## config.mk

```make
export PLATFORM = sky130hd
export DESIGN_NAME = cmd_host
export DESIGN_NICKNAME = d
export VERILOG_FILES = /design/src/core/cmd_pkg.sv /design/src/core/char_fifo.sv /design/src/core/cmd_host.sv
export SDC_FILE = /design/constraint.sdc
export NUM_CORES = 1
export LEC_CHECK = 0
export BUFFER_PORTS_ARGS = -buffer_cell sky130_fd_sc_hd__buf_4
export CAP_MARGIN = 20
export CORE_MARGIN = 1
export CORE_UTILIZATION = 40
export CTS_CLUSTER_SIZE = 28
export DETAILED_ROUTE_END_ITERATION = 8
export SLEW_MARGIN = 30
export SYNTH_ARGS = -nofsm -noshare
export SYNTH_HDL_FRONTEND = slang
export SYNTH_HIERARCHICAL = 1
export SYNTH_SLANG_ARGS = --single-unit
export TNS_END_PERCENT = 10
```

## constraint.sdc

```tcl
create_clock -name i_ref_clk -period 7.9 [get_ports i_ref_clk]
set_input_delay 1.185 -clock i_ref_clk [delete_from_list [all_inputs] [get_ports i_ref_clk]]
set_output_delay 1.185 -clock i_ref_clk [all_outputs]
set_load 0.02 [all_outputs]
```

## src/core/cmd_pkg.sv

```systemverilog
// Shared types and constants for the device memory command builder
package cmd_pkg;

  // ******************************************************
  // Field sizes
  // ******************************************************
  localparam int DESIG_LEN  = 7;
  localparam int HDR_LEN    = 11;
  localparam int NUM_W      = 14;
  localparam int CNT_W      = 9;
  localparam int WDATA_W    = 160;
  localparam int WORD_BITS  = 16;

  // ******************************************************
  // Point count limits per command
  // ******************************************************
  localparam logic [8:0] MAX_BIT_READ   = 9'h100;
  localparam logic [8:0] MAX_WORD_BITDV = 9'h020;
  localparam logic [8:0] MAX_WORD_WRDDV = 9'h040;
  localparam logic [8:0] MAX_BIT_WRITE  = 9'h0A0;

  // ******************************************************
  // Device number limits
  // ******************************************************
  localparam logic [15:0] MAX_XY_EXT   = 16'h1FFF;
  localparam logic [15:0] MAX_XY_STD   = 16'h07FF;
  localparam logic [15:0] MAX_LINK_EXT = 16'h1FFF;
  localparam logic [15:0] MAX_LINK_STD = 16'h0FFF;
  localparam logic [15:0] MAX_DATA_EXT = 16'h1FFF;
  localparam logic [15:0] MAX_DATA_STD = 16'h17FF;
  localparam logic [15:0] MAX_RELAY    = 16'h1FFF;
  localparam logic [15:0] MAX_ANN      = 16'h07FF;
  localparam logic [15:0] MAX_TIMER    = 16'h07FF;
  localparam logic [15:0] MAX_COUNTER  = 16'h03FF;
  localparam logic [15:0] SPECIAL_LO   = 16'h2328;
  localparam logic [15:0] SPECIAL_HI   = 16'h2427;

  // ******************************************************
  // ASCII codes
  // ******************************************************
  localparam logic [7:0] CH_ZERO  = 8'h30;
  localparam logic [7:0] CH_ONE   = 8'h31;
  localparam logic [7:0] CH_A     = 8'h41;
  localparam logic [7:0] CH_BLANK = 8'h20;
  localparam logic [7:0] CH_J     = 8'h4A;
  localparam logic [7:0] CH_Q     = 8'h51;
  localparam logic [7:0] CH_R     = 8'h52;
  localparam logic [7:0] CH_W     = 8'h57;

  // ******************************************************
  // Enumerations and carriers
  // ******************************************************
  typedef enum logic [1:0] {
    CMD_BIT_READ  = 2'b00,
    CMD_WORD_READ = 2'b01,
    CMD_BIT_WRITE = 2'b10
  } cmd_t;

  typedef enum logic [4:0] {
    DEV_INPUT      = 5'b00000,
    DEV_OUTPUT     = 5'b00001,
    DEV_INTERNAL   = 5'b00010,
    DEV_LATCH      = 5'b00011,
    DEV_STEP       = 5'b00100,
    DEV_LINK_RELAY = 5'b00101,
    DEV_ANNUNC     = 5'b00110,
    DEV_SPEC_RELAY = 5'b00111,
    DEV_TMR_CONT   = 5'b01000,
    DEV_TMR_COIL   = 5'b01001,
    DEV_CNT_CONT   = 5'b01010,
    DEV_CNT_COIL   = 5'b01011,
    DEV_TMR_VALUE  = 5'b01100,
    DEV_CNT_VALUE  = 5'b01101,
    DEV_DATA_REG   = 5'b01110,
    DEV_LINK_REG   = 5'b01111,
    DEV_FILE_REG   = 5'b10000,
    DEV_SPEC_REG   = 5'b10001
  } dev_t;

  typedef enum logic [2:0] {
    ERR_NONE    = 3'b000,
    ERR_KIND    = 3'b001,
    ERR_COUNT   = 3'b010,
    ERR_ALIGN   = 3'b011,
    ERR_RANGE   = 3'b100,
    ERR_PROTECT = 3'b101
  } err_t;

  typedef struct packed {
    cmd_t                 cmd;
    dev_t                 dev;
    logic [NUM_W-1:0]     number;
    logic [CNT_W-1:0]     count;
    logic [WDATA_W-1:0]   wdata;
  } cmd_req_t;

  typedef struct packed {
    logic [7:0]  c1;
    logic [7:0]  c2;
    logic        two;
    logic        hex;
    logic        is_bit;
    logic [15:0] lo;
    logic [15:0] hi;
  } dev_info_t;

endpackage
```

## src/core/char_fifo.sv

```systemverilog
// Byte FIFO with valid/ready on both sides, flip-flop storage
`timescale 1ns/1ps
module char_fifo
  import cmd_pkg::*;
#(
  parameter int WIDTH = 8,
  parameter int DEPTH = 8
)
(
  // Clock and reset
  input  wire logic             i_ref_clk,
  input  wire logic             i_rstn,
  // Fill side
  input  wire logic             i_in_valid,
  output logic                  o_in_ready,
  input  wire logic [WIDTH-1:0] i_in_data,
  // Drain side
  output logic                  o_out_valid,
  input  wire logic             i_out_ready,
  output logic [WIDTH-1:0]      o_out_data
);

  localparam int AW = $clog2(DEPTH);

  logic [WIDTH-1:0] mem [DEPTH];
  logic [AW-1:0]    wr_ptr;
  logic [AW-1:0]    rd_ptr;
  logic [AW:0]      fill;
  logic             push;
  logic             pop;

  assign o_in_ready  = (fill != (AW+1)'(DEPTH));
  assign o_out_valid = (fill != '0);
  assign o_out_data  = mem[rd_ptr];
  assign push        = i_in_valid && o_in_ready;
  assign pop         = o_out_valid && i_out_ready;

  always_ff @(posedge i_ref_clk)
  begin
    if (push)
    begin
      mem[wr_ptr] <= i_in_data;
    end
  end

  always_ff @(posedge i_ref_clk or negedge i_rstn)
  begin
    if (!i_rstn)
    begin
      wr_ptr <= '0;
      rd_ptr <= '0;
      fill   <= '0;
    end
    else
    begin
      if (push)
      begin
        wr_ptr <= (wr_ptr == AW'(DEPTH-1)) ? '0 : wr_ptr + 1'b1;
      end
      if (pop)
      begin
        rd_ptr <= (rd_ptr == AW'(DEPTH-1)) ? '0 : rd_ptr + 1'b1;
      end
      if (push && !pop)
      begin
        fill <= fill + 1'b1;
      end
      else if (pop && !push)
      begin
        fill <= fill - 1'b1;
      end
    end
  end

endmodule

```

## src/core/cmd_host.sv

```systemverilog
// Host-side builder of device memory batch read/write command bodies
// ******************************************************
// Summary of operation
// Every device designation goes out as exactly seven ASCII characters.
// Device accepts blanks for leading zeros of the number part.
// One type char plus six digits; timers and counters use two plus five.
// Input, output, link relay and link register numbers are hexadecimal.
// Relays, registers, timers, counters are decimal within limits.
// Point count sent as two hex ASCII characters within command limit.
// Count field 00 stands for 256 points.
// Word-unit bit device head is multiple of 16, specials 9000 plus.
// Internal, latch and step relay codes reach the same storage.
// Special relay writes stay inside the write-only area.
// Only numbers valid for both command set and target are used.
// Word read of bit devices: 1 to 32 words, end within maximum.
// Each word-unit point covers sixteen consecutive bit devices.
// Word read of bit devices answers alike for both variants.
// Word device batch read: 1 to 64 points, end within maximum.
// Bit batch write: 1 to 160 points, end within maximum.
// Count kept within what one communication cycle can process.
// Device rejects bad commands and leaves memory unchanged.
// ******************************************************
`timescale 1ns/1ps
module cmd_host
  import cmd_pkg::*;
#(
  parameter bit          EXT_LINK   = 1'b1,
  parameter logic [15:0] WR_ONLY_LO = SPECIAL_LO,
  parameter logic [15:0] WR_ONLY_HI = SPECIAL_HI,
  parameter int          FIFO_DEPTH = 8
)
(
  // Clock and reset
  input  wire logic       i_ref_clk,
  input  wire logic       i_rstn,
  // Request from user logic
  input  wire logic       i_req_valid,
  output logic            o_req_ready,
  input  wire cmd_req_t   i_req,
  input  wire logic       i_blank_pad,
  // Result
  output logic            o_done,
  output logic            o_error,
  output err_t            o_error_code,
  // Character stream toward the link
  output logic            o_tx_valid,
  input  wire logic       i_tx_ready,
  output logic [7:0]      o_tx_data
);

  // ******************************************************
  // Device table
  // ******************************************************
  function automatic dev_info_t dev_info(input dev_t d);
    dev_info_t r;
    r = '{c1: 8'h00, c2: 8'h00, two: 1'b0, hex: 1'b0,
          is_bit: 1'b1, lo: 16'h0000, hi: MAX_RELAY};
    case (d)
      DEV_INPUT:
      begin
        r.c1  = 8'h58;
        r.hex = 1'b1;
        r.hi  = EXT_LINK ? MAX_XY_EXT : MAX_XY_STD;
      end
      DEV_OUTPUT:
      begin
        r.c1  = 8'h59;
        r.hex = 1'b1;
        r.hi  = EXT_LINK ? MAX_XY_EXT : MAX_XY_STD;
      end
      // Same storage whatever code is used; limits are shared too
      DEV_INTERNAL: r.c1 = 8'h4D;
      DEV_LATCH:    r.c1 = 8'h4C;
      DEV_STEP:     r.c1 = 8'h53;
      DEV_LINK_RELAY:
      begin
        r.c1  = 8'h42;
        r.hex = 1'b1;
        r.hi  = EXT_LINK ? MAX_LINK_EXT : MAX_LINK_STD;
      end
      DEV_ANNUNC:
      begin
        r.c1 = 8'h46;
        r.hi = MAX_ANN;
      end
      DEV_SPEC_RELAY:
      begin
        r.c1 = 8'h4D;
        r.lo = SPECIAL_LO;
        r.hi = SPECIAL_HI;
      end
      DEV_TMR_CONT, DEV_TMR_COIL, DEV_TMR_VALUE:
      begin
        r.c1  = 8'h54;
        r.two = 1'b1;
        r.c2  = (d == DEV_TMR_CONT) ? 8'h53 :
                (d == DEV_TMR_COIL) ? 8'h43 : 8'h4E;
        r.is_bit = (d != DEV_TMR_VALUE);
        r.hi  = MAX_TIMER;
      end
      DEV_CNT_CONT, DEV_CNT_COIL, DEV_CNT_VALUE:
      begin
        r.c1  = 8'h43;
        r.two = 1'b1;
        r.c2  = (d == DEV_CNT_CONT) ? 8'h53 :
                (d == DEV_CNT_COIL) ? 8'h43 : 8'h4E;
        r.is_bit = (d != DEV_CNT_VALUE);
        r.hi  = MAX_COUNTER;
      end
      DEV_DATA_REG:
      begin
        r.c1     = 8'h44;
        r.is_bit = 1'b0;
        r.hi     = EXT_LINK ? MAX_DATA_EXT : MAX_DATA_STD;
      end
      DEV_LINK_REG:
      begin
        r.c1     = 8'h57;
        r.hex    = 1'b1;
        r.is_bit = 1'b0;
        r.hi     = EXT_LINK ? MAX_LINK_EXT : MAX_LINK_STD;
      end
      DEV_FILE_REG:
      begin
        r.c1     = 8'h52;
        r.is_bit = 1'b0;
      end
      DEV_SPEC_REG:
      begin
        r.c1     = 8'h44;
        r.is_bit = 1'b0;
        r.lo     = SPECIAL_LO;
        r.hi     = SPECIAL_HI;
      end
      default: r.c1 = 8'h00;
    endcase
    return r;
  endfunction

  // Binary to four BCD digits by shift-and-add
  function automatic logic [15:0] to_bcd(input logic [NUM_W-1:0] b);
    logic [15:0] bcd;
    bcd = 16'h0000;
    for (int i = NUM_W-1; i >= 0; i--)
    begin
      for (int j = 0; j < 4; j++)
      begin
        if (bcd[j*4 +: 4] > 4'h4)
        begin
          bcd[j*4 +: 4] = bcd[j*4 +: 4] + 4'h3;
        end
      end
      bcd = {bcd[14:0], b[i]};
    end
    return bcd;
  endfunction

  function automatic logic [7:0] nib_char(input logic [3:0] n);
    return (n < 4'hA) ? CH_ZERO + {4'h0, n} : CH_A + {4'h0, n - 4'hA};
  endfunction

  // ******************************************************
  // Request checking
  // ******************************************************
  typedef enum logic [1:0] {
    ST_IDLE = 2'b00,
    ST_HDR  = 2'b01,
    ST_DATA = 2'b10
  } state_t;

  state_t           state;
  dev_info_t        info;
  logic [15:0]      head;
  logic [15:0]      last;
  logic [8:0]       cnt_max;
  logic             word_of_bits;
  err_t             next_err;
  logic [15:0]      digits;
  logic [7:0]       desig [DESIG_LEN];
  logic [7:0]       hdr [HDR_LEN];
  logic [WDATA_W-1:0] wdata;
  logic [8:0]       data_cnt;
  logic [3:0]       hdr_idx;
  logic [7:0]       data_idx;
  logic             fifo_ready;
  logic             push;
  logic [7:0]       push_byte;
  logic             take;

  assign info         = dev_info(i_req.dev);
  assign head         = {2'b00, i_req.number};
  assign word_of_bits = (i_req.cmd == CMD_WORD_READ) && info.is_bit;

  always_comb
  begin
    if (word_of_bits)
    begin
      last    = head + {i_req.count[7:0], 4'h0} - 16'h0001;
      cnt_max = MAX_WORD_BITDV;
    end
    else
    begin
      last    = head + {7'h00, i_req.count} - 16'h0001;
      case (i_req.cmd)
        CMD_BIT_READ:  cnt_max = MAX_BIT_READ;
        CMD_WORD_READ: cnt_max = MAX_WORD_WRDDV;
        CMD_BIT_WRITE: cnt_max = MAX_BIT_WRITE;
        default:       cnt_max = 9'h000;
      endcase
    end
  end

  // Checks run before any character leaves, so nothing bad is sent
  always_comb
  begin
    next_err = ERR_NONE;
    if (i_req.cmd != CMD_WORD_READ && !info.is_bit)
    begin
      next_err = ERR_KIND;
    end
    else if (i_req.count == 9'h000 || i_req.count > cnt_max)
    begin
      next_err = ERR_COUNT;
    end
    else if (word_of_bits && ((head - info.lo) & 16'h000F) != 16'h0000)
    begin
      next_err = ERR_ALIGN;
    end
    else if (head < info.lo || last > info.hi)
    begin
      next_err = ERR_RANGE;
    end
    else if (i_req.cmd == CMD_BIT_WRITE && i_req.dev == DEV_SPEC_RELAY &&
             (head < WR_ONLY_LO || last > WR_ONLY_HI))
    begin
      next_err = ERR_PROTECT;
    end
  end

  // ******************************************************
  // Designation and header assembly
  // ******************************************************
  assign digits = info.hex ? {2'b00, i_req.number} : to_bcd(i_req.number);

  always_comb
  begin
    logic lead;
    lead = i_blank_pad;
    desig[0] = info.c1;
    desig[1] = info.two ? info.c2 : CH_ZERO;
    desig[2] = CH_ZERO;
    for (int k = 0; k < 4; k++)
    begin
      desig[3+k] = nib_char(digits[(3-k)*4 +: 4]);
    end
    // Blank leading zeros; the final digit always stays visible
    for (int k = 1; k < DESIG_LEN-1; k++)
    begin
      if (!(k == 1 && info.two))
      begin
        if (lead && desig[k] == CH_ZERO)
        begin
          desig[k] = CH_BLANK;
        end
        else
        begin
          lead = 1'b0;
        end
      end
    end
  end

  assign take = i_req_valid && o_req_ready;

  // ******************************************************
  // Command latch
  // ******************************************************
  always_ff @(posedge i_ref_clk or negedge i_rstn)
  begin
    if (!i_rstn)
    begin
      for (int k = 0; k < HDR_LEN; k++)
      begin
        hdr[k] <= 8'h00;
      end
      wdata    <= '0;
      data_cnt <= 9'h000;
    end
    else if (take && next_err == ERR_NONE)
    begin
      hdr[0] <= (i_req.cmd == CMD_WORD_READ) ? CH_Q : CH_J;
      hdr[1] <= (i_req.cmd == CMD_BIT_WRITE) ? CH_W : CH_R;
      for (int k = 0; k < DESIG_LEN; k++)
      begin
        hdr[2+k] <= desig[k];
      end
      // 256 points wraps to the two characters 00
      hdr[9]   <= nib_char(i_req.count[7:4]);
      hdr[10]  <= nib_char(i_req.count[3:0]);
      wdata    <= i_req.wdata;
      data_cnt <= (i_req.cmd == CMD_BIT_WRITE) ? i_req.count : 9'h000;
    end
  end

  // ******************************************************
  // Sequencer
  // ******************************************************
  always_ff @(posedge i_ref_clk or negedge i_rstn)
  begin
    if (!i_rstn)
    begin
      state    <= ST_IDLE;
      hdr_idx  <= 4'h0;
      data_idx <= 8'h00;
    end
    else
    begin
      case (state)
        ST_IDLE:
        begin
          hdr_idx  <= 4'h0;
          data_idx <= 8'h00;
          if (take && next_err == ERR_NONE)
          begin
            state <= ST_HDR;
          end
        end
        ST_HDR:
        begin
          if (fifo_ready)
          begin
            if (hdr_idx == 4'(HDR_LEN-1))
            begin
              state <= (data_cnt != 9'h000) ? ST_DATA : ST_IDLE;
            end
            hdr_idx <= hdr_idx + 4'h1;
          end
        end
        ST_DATA:
        begin
          if (fifo_ready)
          begin
            if ({1'b0, data_idx} == data_cnt - 9'h001)
            begin
              state <= ST_IDLE;
            end
            data_idx <= data_idx + 8'h01;
          end
        end
        default: state <= ST_IDLE;
      endcase
    end
  end

  always_ff @(posedge i_ref_clk or negedge i_rstn)
  begin
    if (!i_rstn)
    begin
      o_done       <= 1'b0;
      o_error      <= 1'b0;
      o_error_code <= ERR_NONE;
    end
    else
    begin
      o_done  <= fifo_ready &&
                 ((state == ST_HDR && hdr_idx == 4'(HDR_LEN-1) &&
                   data_cnt == 9'h000) ||
                  (state == ST_DATA &&
                   {1'b0, data_idx} == data_cnt - 9'h001));
      o_error <= take && next_err != ERR_NONE;
      if (take)
      begin
        o_error_code <= next_err;
      end
    end
  end

  assign o_req_ready = (state == ST_IDLE);
  assign push        = (state == ST_HDR) || (state == ST_DATA);
  assign push_byte   = (state == ST_HDR) ? hdr[hdr_idx] :
                       (wdata[data_idx] ? CH_ONE : CH_ZERO);

  // ******************************************************
  // Output buffer
  // ******************************************************
  // Link back-pressure stalls the sequencer through the buffer's ready
  char_fifo #(
    .WIDTH (8),
    .DEPTH (FIFO_DEPTH)
  ) u_fifo (
    .i_ref_clk   (i_ref_clk),
    .i_rstn      (i_rstn),
    .i_in_valid  (push),
    .o_in_ready  (fifo_ready),
    .i_in_data   (push_byte),
    .o_out_valid (o_tx_valid),
    .i_out_ready (i_tx_ready),
    .o_out_data  (o_tx_data)
  );

endmodule

```

==> out/summary.txt <==
final worst setup slack -> -1.06 ns
max incr delay on CP -> 0.45 ns
# DRC -> 0
pwr/cell area -> 405 nW/um^2
Final Hold Fails -> 0
startpoint class of the critical path -> input pin
aggregate global routing overflow -> 0
routability-driven placement congestion ratio -> 0.923
antenna cells -> 0
dpl hpwl -> 48.6 mm
Slowest cell on crit path -> a222oi_1
Critical path origin -> i_req[181]
DR pass1 iterations -> 5
post-synth top area share -> 0.289
WP depth -> 47
hold_buf cts -> 0
R2R setup slack -> 3.88 ns
Area contributors post-synth -> dfrtp_1, mux2_2, edfxtp_1, ha_1, mux4_2
WL/cell -> 18.8 um
Clock Latency Late Sink -> 0.53 ns
vias per inst -> 5.56
Initial Utilization -> 0.408
CTS Root Cell -> clkbuf_16
FF+latch count, synth -> 320
CTS tree -> done
Setup crit end kind -> flip-flop
Tmin final -> 8.96 ns
f_max -> 0.112 GHz
Die Area -> 56400 um^2
io pins -> 210
port bufs -> 209
RSZ-0062 raised after global routing -> true
Slew Viols, Final -> 0
Final Instance Area -> 29000 um^2
outcome -> finished with violations
worst r2r path cells -> 8
WP buf/inv -> 8
antenna violations before repair -> 1
number of H-tree levels -> 2
total CTS buffers -> 34
Core Area -> 54300 um^2
die height -> 238 um
min-delay src -> hdr[41]
Total Routed Length -> 64.3 mm
number of synthesized flops with an enable pin -> 64
ANT nets after route -> 0
Slew headroom -> 0.385
CTS Buffer Depth -> 3
Post-synth ARST share -> 0.800
Final Skew -> 0.0291 ns
Die X -> 238 um
synth warn -> 6
total number of vias -> 19000
P&R area growth vs syn -> 30.7%
Rows -> 85
number of global-route vias before repair -> 19100
maximum fanout along the worst path -> 6
Netlist Area Pre-Place -> 22200 um^2
IR drop worst, VDD -> 331 uV
Critical R2R Launch -> data_idx[0]
Distinct cells, synth -> 108
ys flop type -> dfrtp_1
Seq/Total Area, Yosys -> 0.375
clock slew at reported path FFs -> 0.06 ns
post-synthesis instance total -> 2141
GRT Total Usage -> 0.225
syn avg cell area -> 10.4 um^2
largest net degree at the start of global routing -> 151
Leak Pwr -> 12.8 nW
first-pass GRT wire length -> 103 mm
layout cells sized above 1 -> 0.386
kind of critical path -> input pin to flip-flop
initial DRC count -> 1155
reg2reg end -> u_fifo/mem[7][0]
Final #Nets -> 2983
Yosys top cell by area -> dfrtp_1
clock sinks -> 320
Placement Cell Area -> 27300 um^2
delay-heaviest family, CP -> compound AO/OA/AOI/OAI gates
commonest cells after routing, fill and taps aside -> buf_4, dfrtp_1, mux2_2
failing checks -> setup timing
Core Util, Final -> 0.534
actual slew at the worst max-slew pin -> 0.922 ns
DP Worst Slack -> -1.98 ns
fin crit share -> 1.13
Hold WC Path Type -> flip-flop to flip-flop
final setup fails -> 25
final setup TNS -> -16.56 ns
most common cell after layout, fill and taps aside -> buf_4
max_cap viols -> 0
Crit path required time -> 8.26 ns
WP data arrival -> 9.32 ns
Critical Path End -> hdr[34]
worst min-delay path by stage:
stage | endpoint | slack (ns) | depth (start not counted)
floorplan | hdr[56] | 0.44 | 2
global placement | hdr[30] | 0.46 | 1
detailed placement | hdr[6] | 0.47 | 1
CTS | hdr[6] | 0.48 | 1
global route | hdr[6] | 0.49 | 1
finish | hdr[41] | 0.48 | 2
worst min-delay path: cells and delay by family (launching register included):
family	cells	cell delay, ns
flip-flops	1	0.34
AND/OR/NAND/NOR	2	0.10
synthesized netlist by cell type, types with 8 or more instances:
cell and count:
mux4_2 65, mux2_4 9, mux2_2 186, nand4_1 20, a211oi_1 25, and3_1 16
o221ai_1 16, nand2_1 128, o22ai_1 17, a21o_1 24, o31ai_1 18, o211ai_1 28
o21ai_0 107, a31oi_1 33, nand3b_1 9, nor2_1 134, nor2b_1 16, mux4_1 8
o21a_1 9, nor4_1 14, xnor2_1 42, xor2_1 24, nor3_1 46, inv_1 124
mux2i_1 31, or3_1 10, buf_1 17, edfxtp_1 64, nand2b_1 23, ha_1 124
and2_1 21, nand3_1 52, clkbuf_1 84, a211o_1 14, buf_2 21, o22a_1 9
dfrtp_1 256, a21oi_1 116, a32oi_1 8
power breakdown:
| group | internal (mW) | switching [mW] |
|---|---|---|
| Sequential | 2.41 | 0.459 |
| Combinational | 3.89 | 3.39 |
| Clock | 0.941 | 0.652 |
layer usage:
| metal | GRT usage | vias to the layer above | part of all wire |
|---|---|---|---|
| li1 | - | 9092 | - |
| met1 | 0.318 | 9364 | 0.46 |
| met2 | 0.362 | 502 | 0.47 |
| met3 | 0.0448 | 70 | 0.059 |
| met4 | 0.0383 | 2 | 0.014 |
| met5 | 0 | - | 0.00012 |
through the flow:
stage	hold slack [ns]	power [mW]	std cells
finish	0.479	11.7	3423
global placement	0.459	9.31	3334
global route	0.488	12.6	3423
CTS	0.482	11.4	3411
floorplan	0.443	6.95	2148
detailed placement	0.469	9.54	3334
cell type report:
cell class                 instances  area (um^2)
sequential                       320         8330
clock buffer                      53         1000
inverter                         129          500
tap                              739          925
timing repair buffer             604         4640
clock inverter                     6         87.6
multi-input combinational       1572        13500
fill                            4817        25300
state kept, by name (all words and copies together), names as in the netlist:
register	count
data_cnt	9
data_idx	8
hdr	58
hdr_idx	4
o_done	1
o_error	1
o_error_code	3
state	2
u_fifo/fill	4
u_fifo/mem	64
u_fifo/rd_ptr	3
u_fifo/wr_ptr	3
wdata	160
repair_timing:
action,CTS,global route
buffers inserted,18,12
endpoints found under the setup margin,28,28
hold endpoints to repair,0,0
gates resized for setup,50,36
pin swaps,43,31
cell families after synthesis:
kind of cell	synth area share
buffers and inverters	0.0461
other	0.000169
flip-flops	0.375
multiplexers	0.190
XOR/XNOR	0.0278
adder cells (fa/ha/maj)	0.0726
AND/OR/NAND/NOR	0.121
AO/OA/AOI/OAI	0.168
No activity file was read; power rests on OpenSTA's default activity.
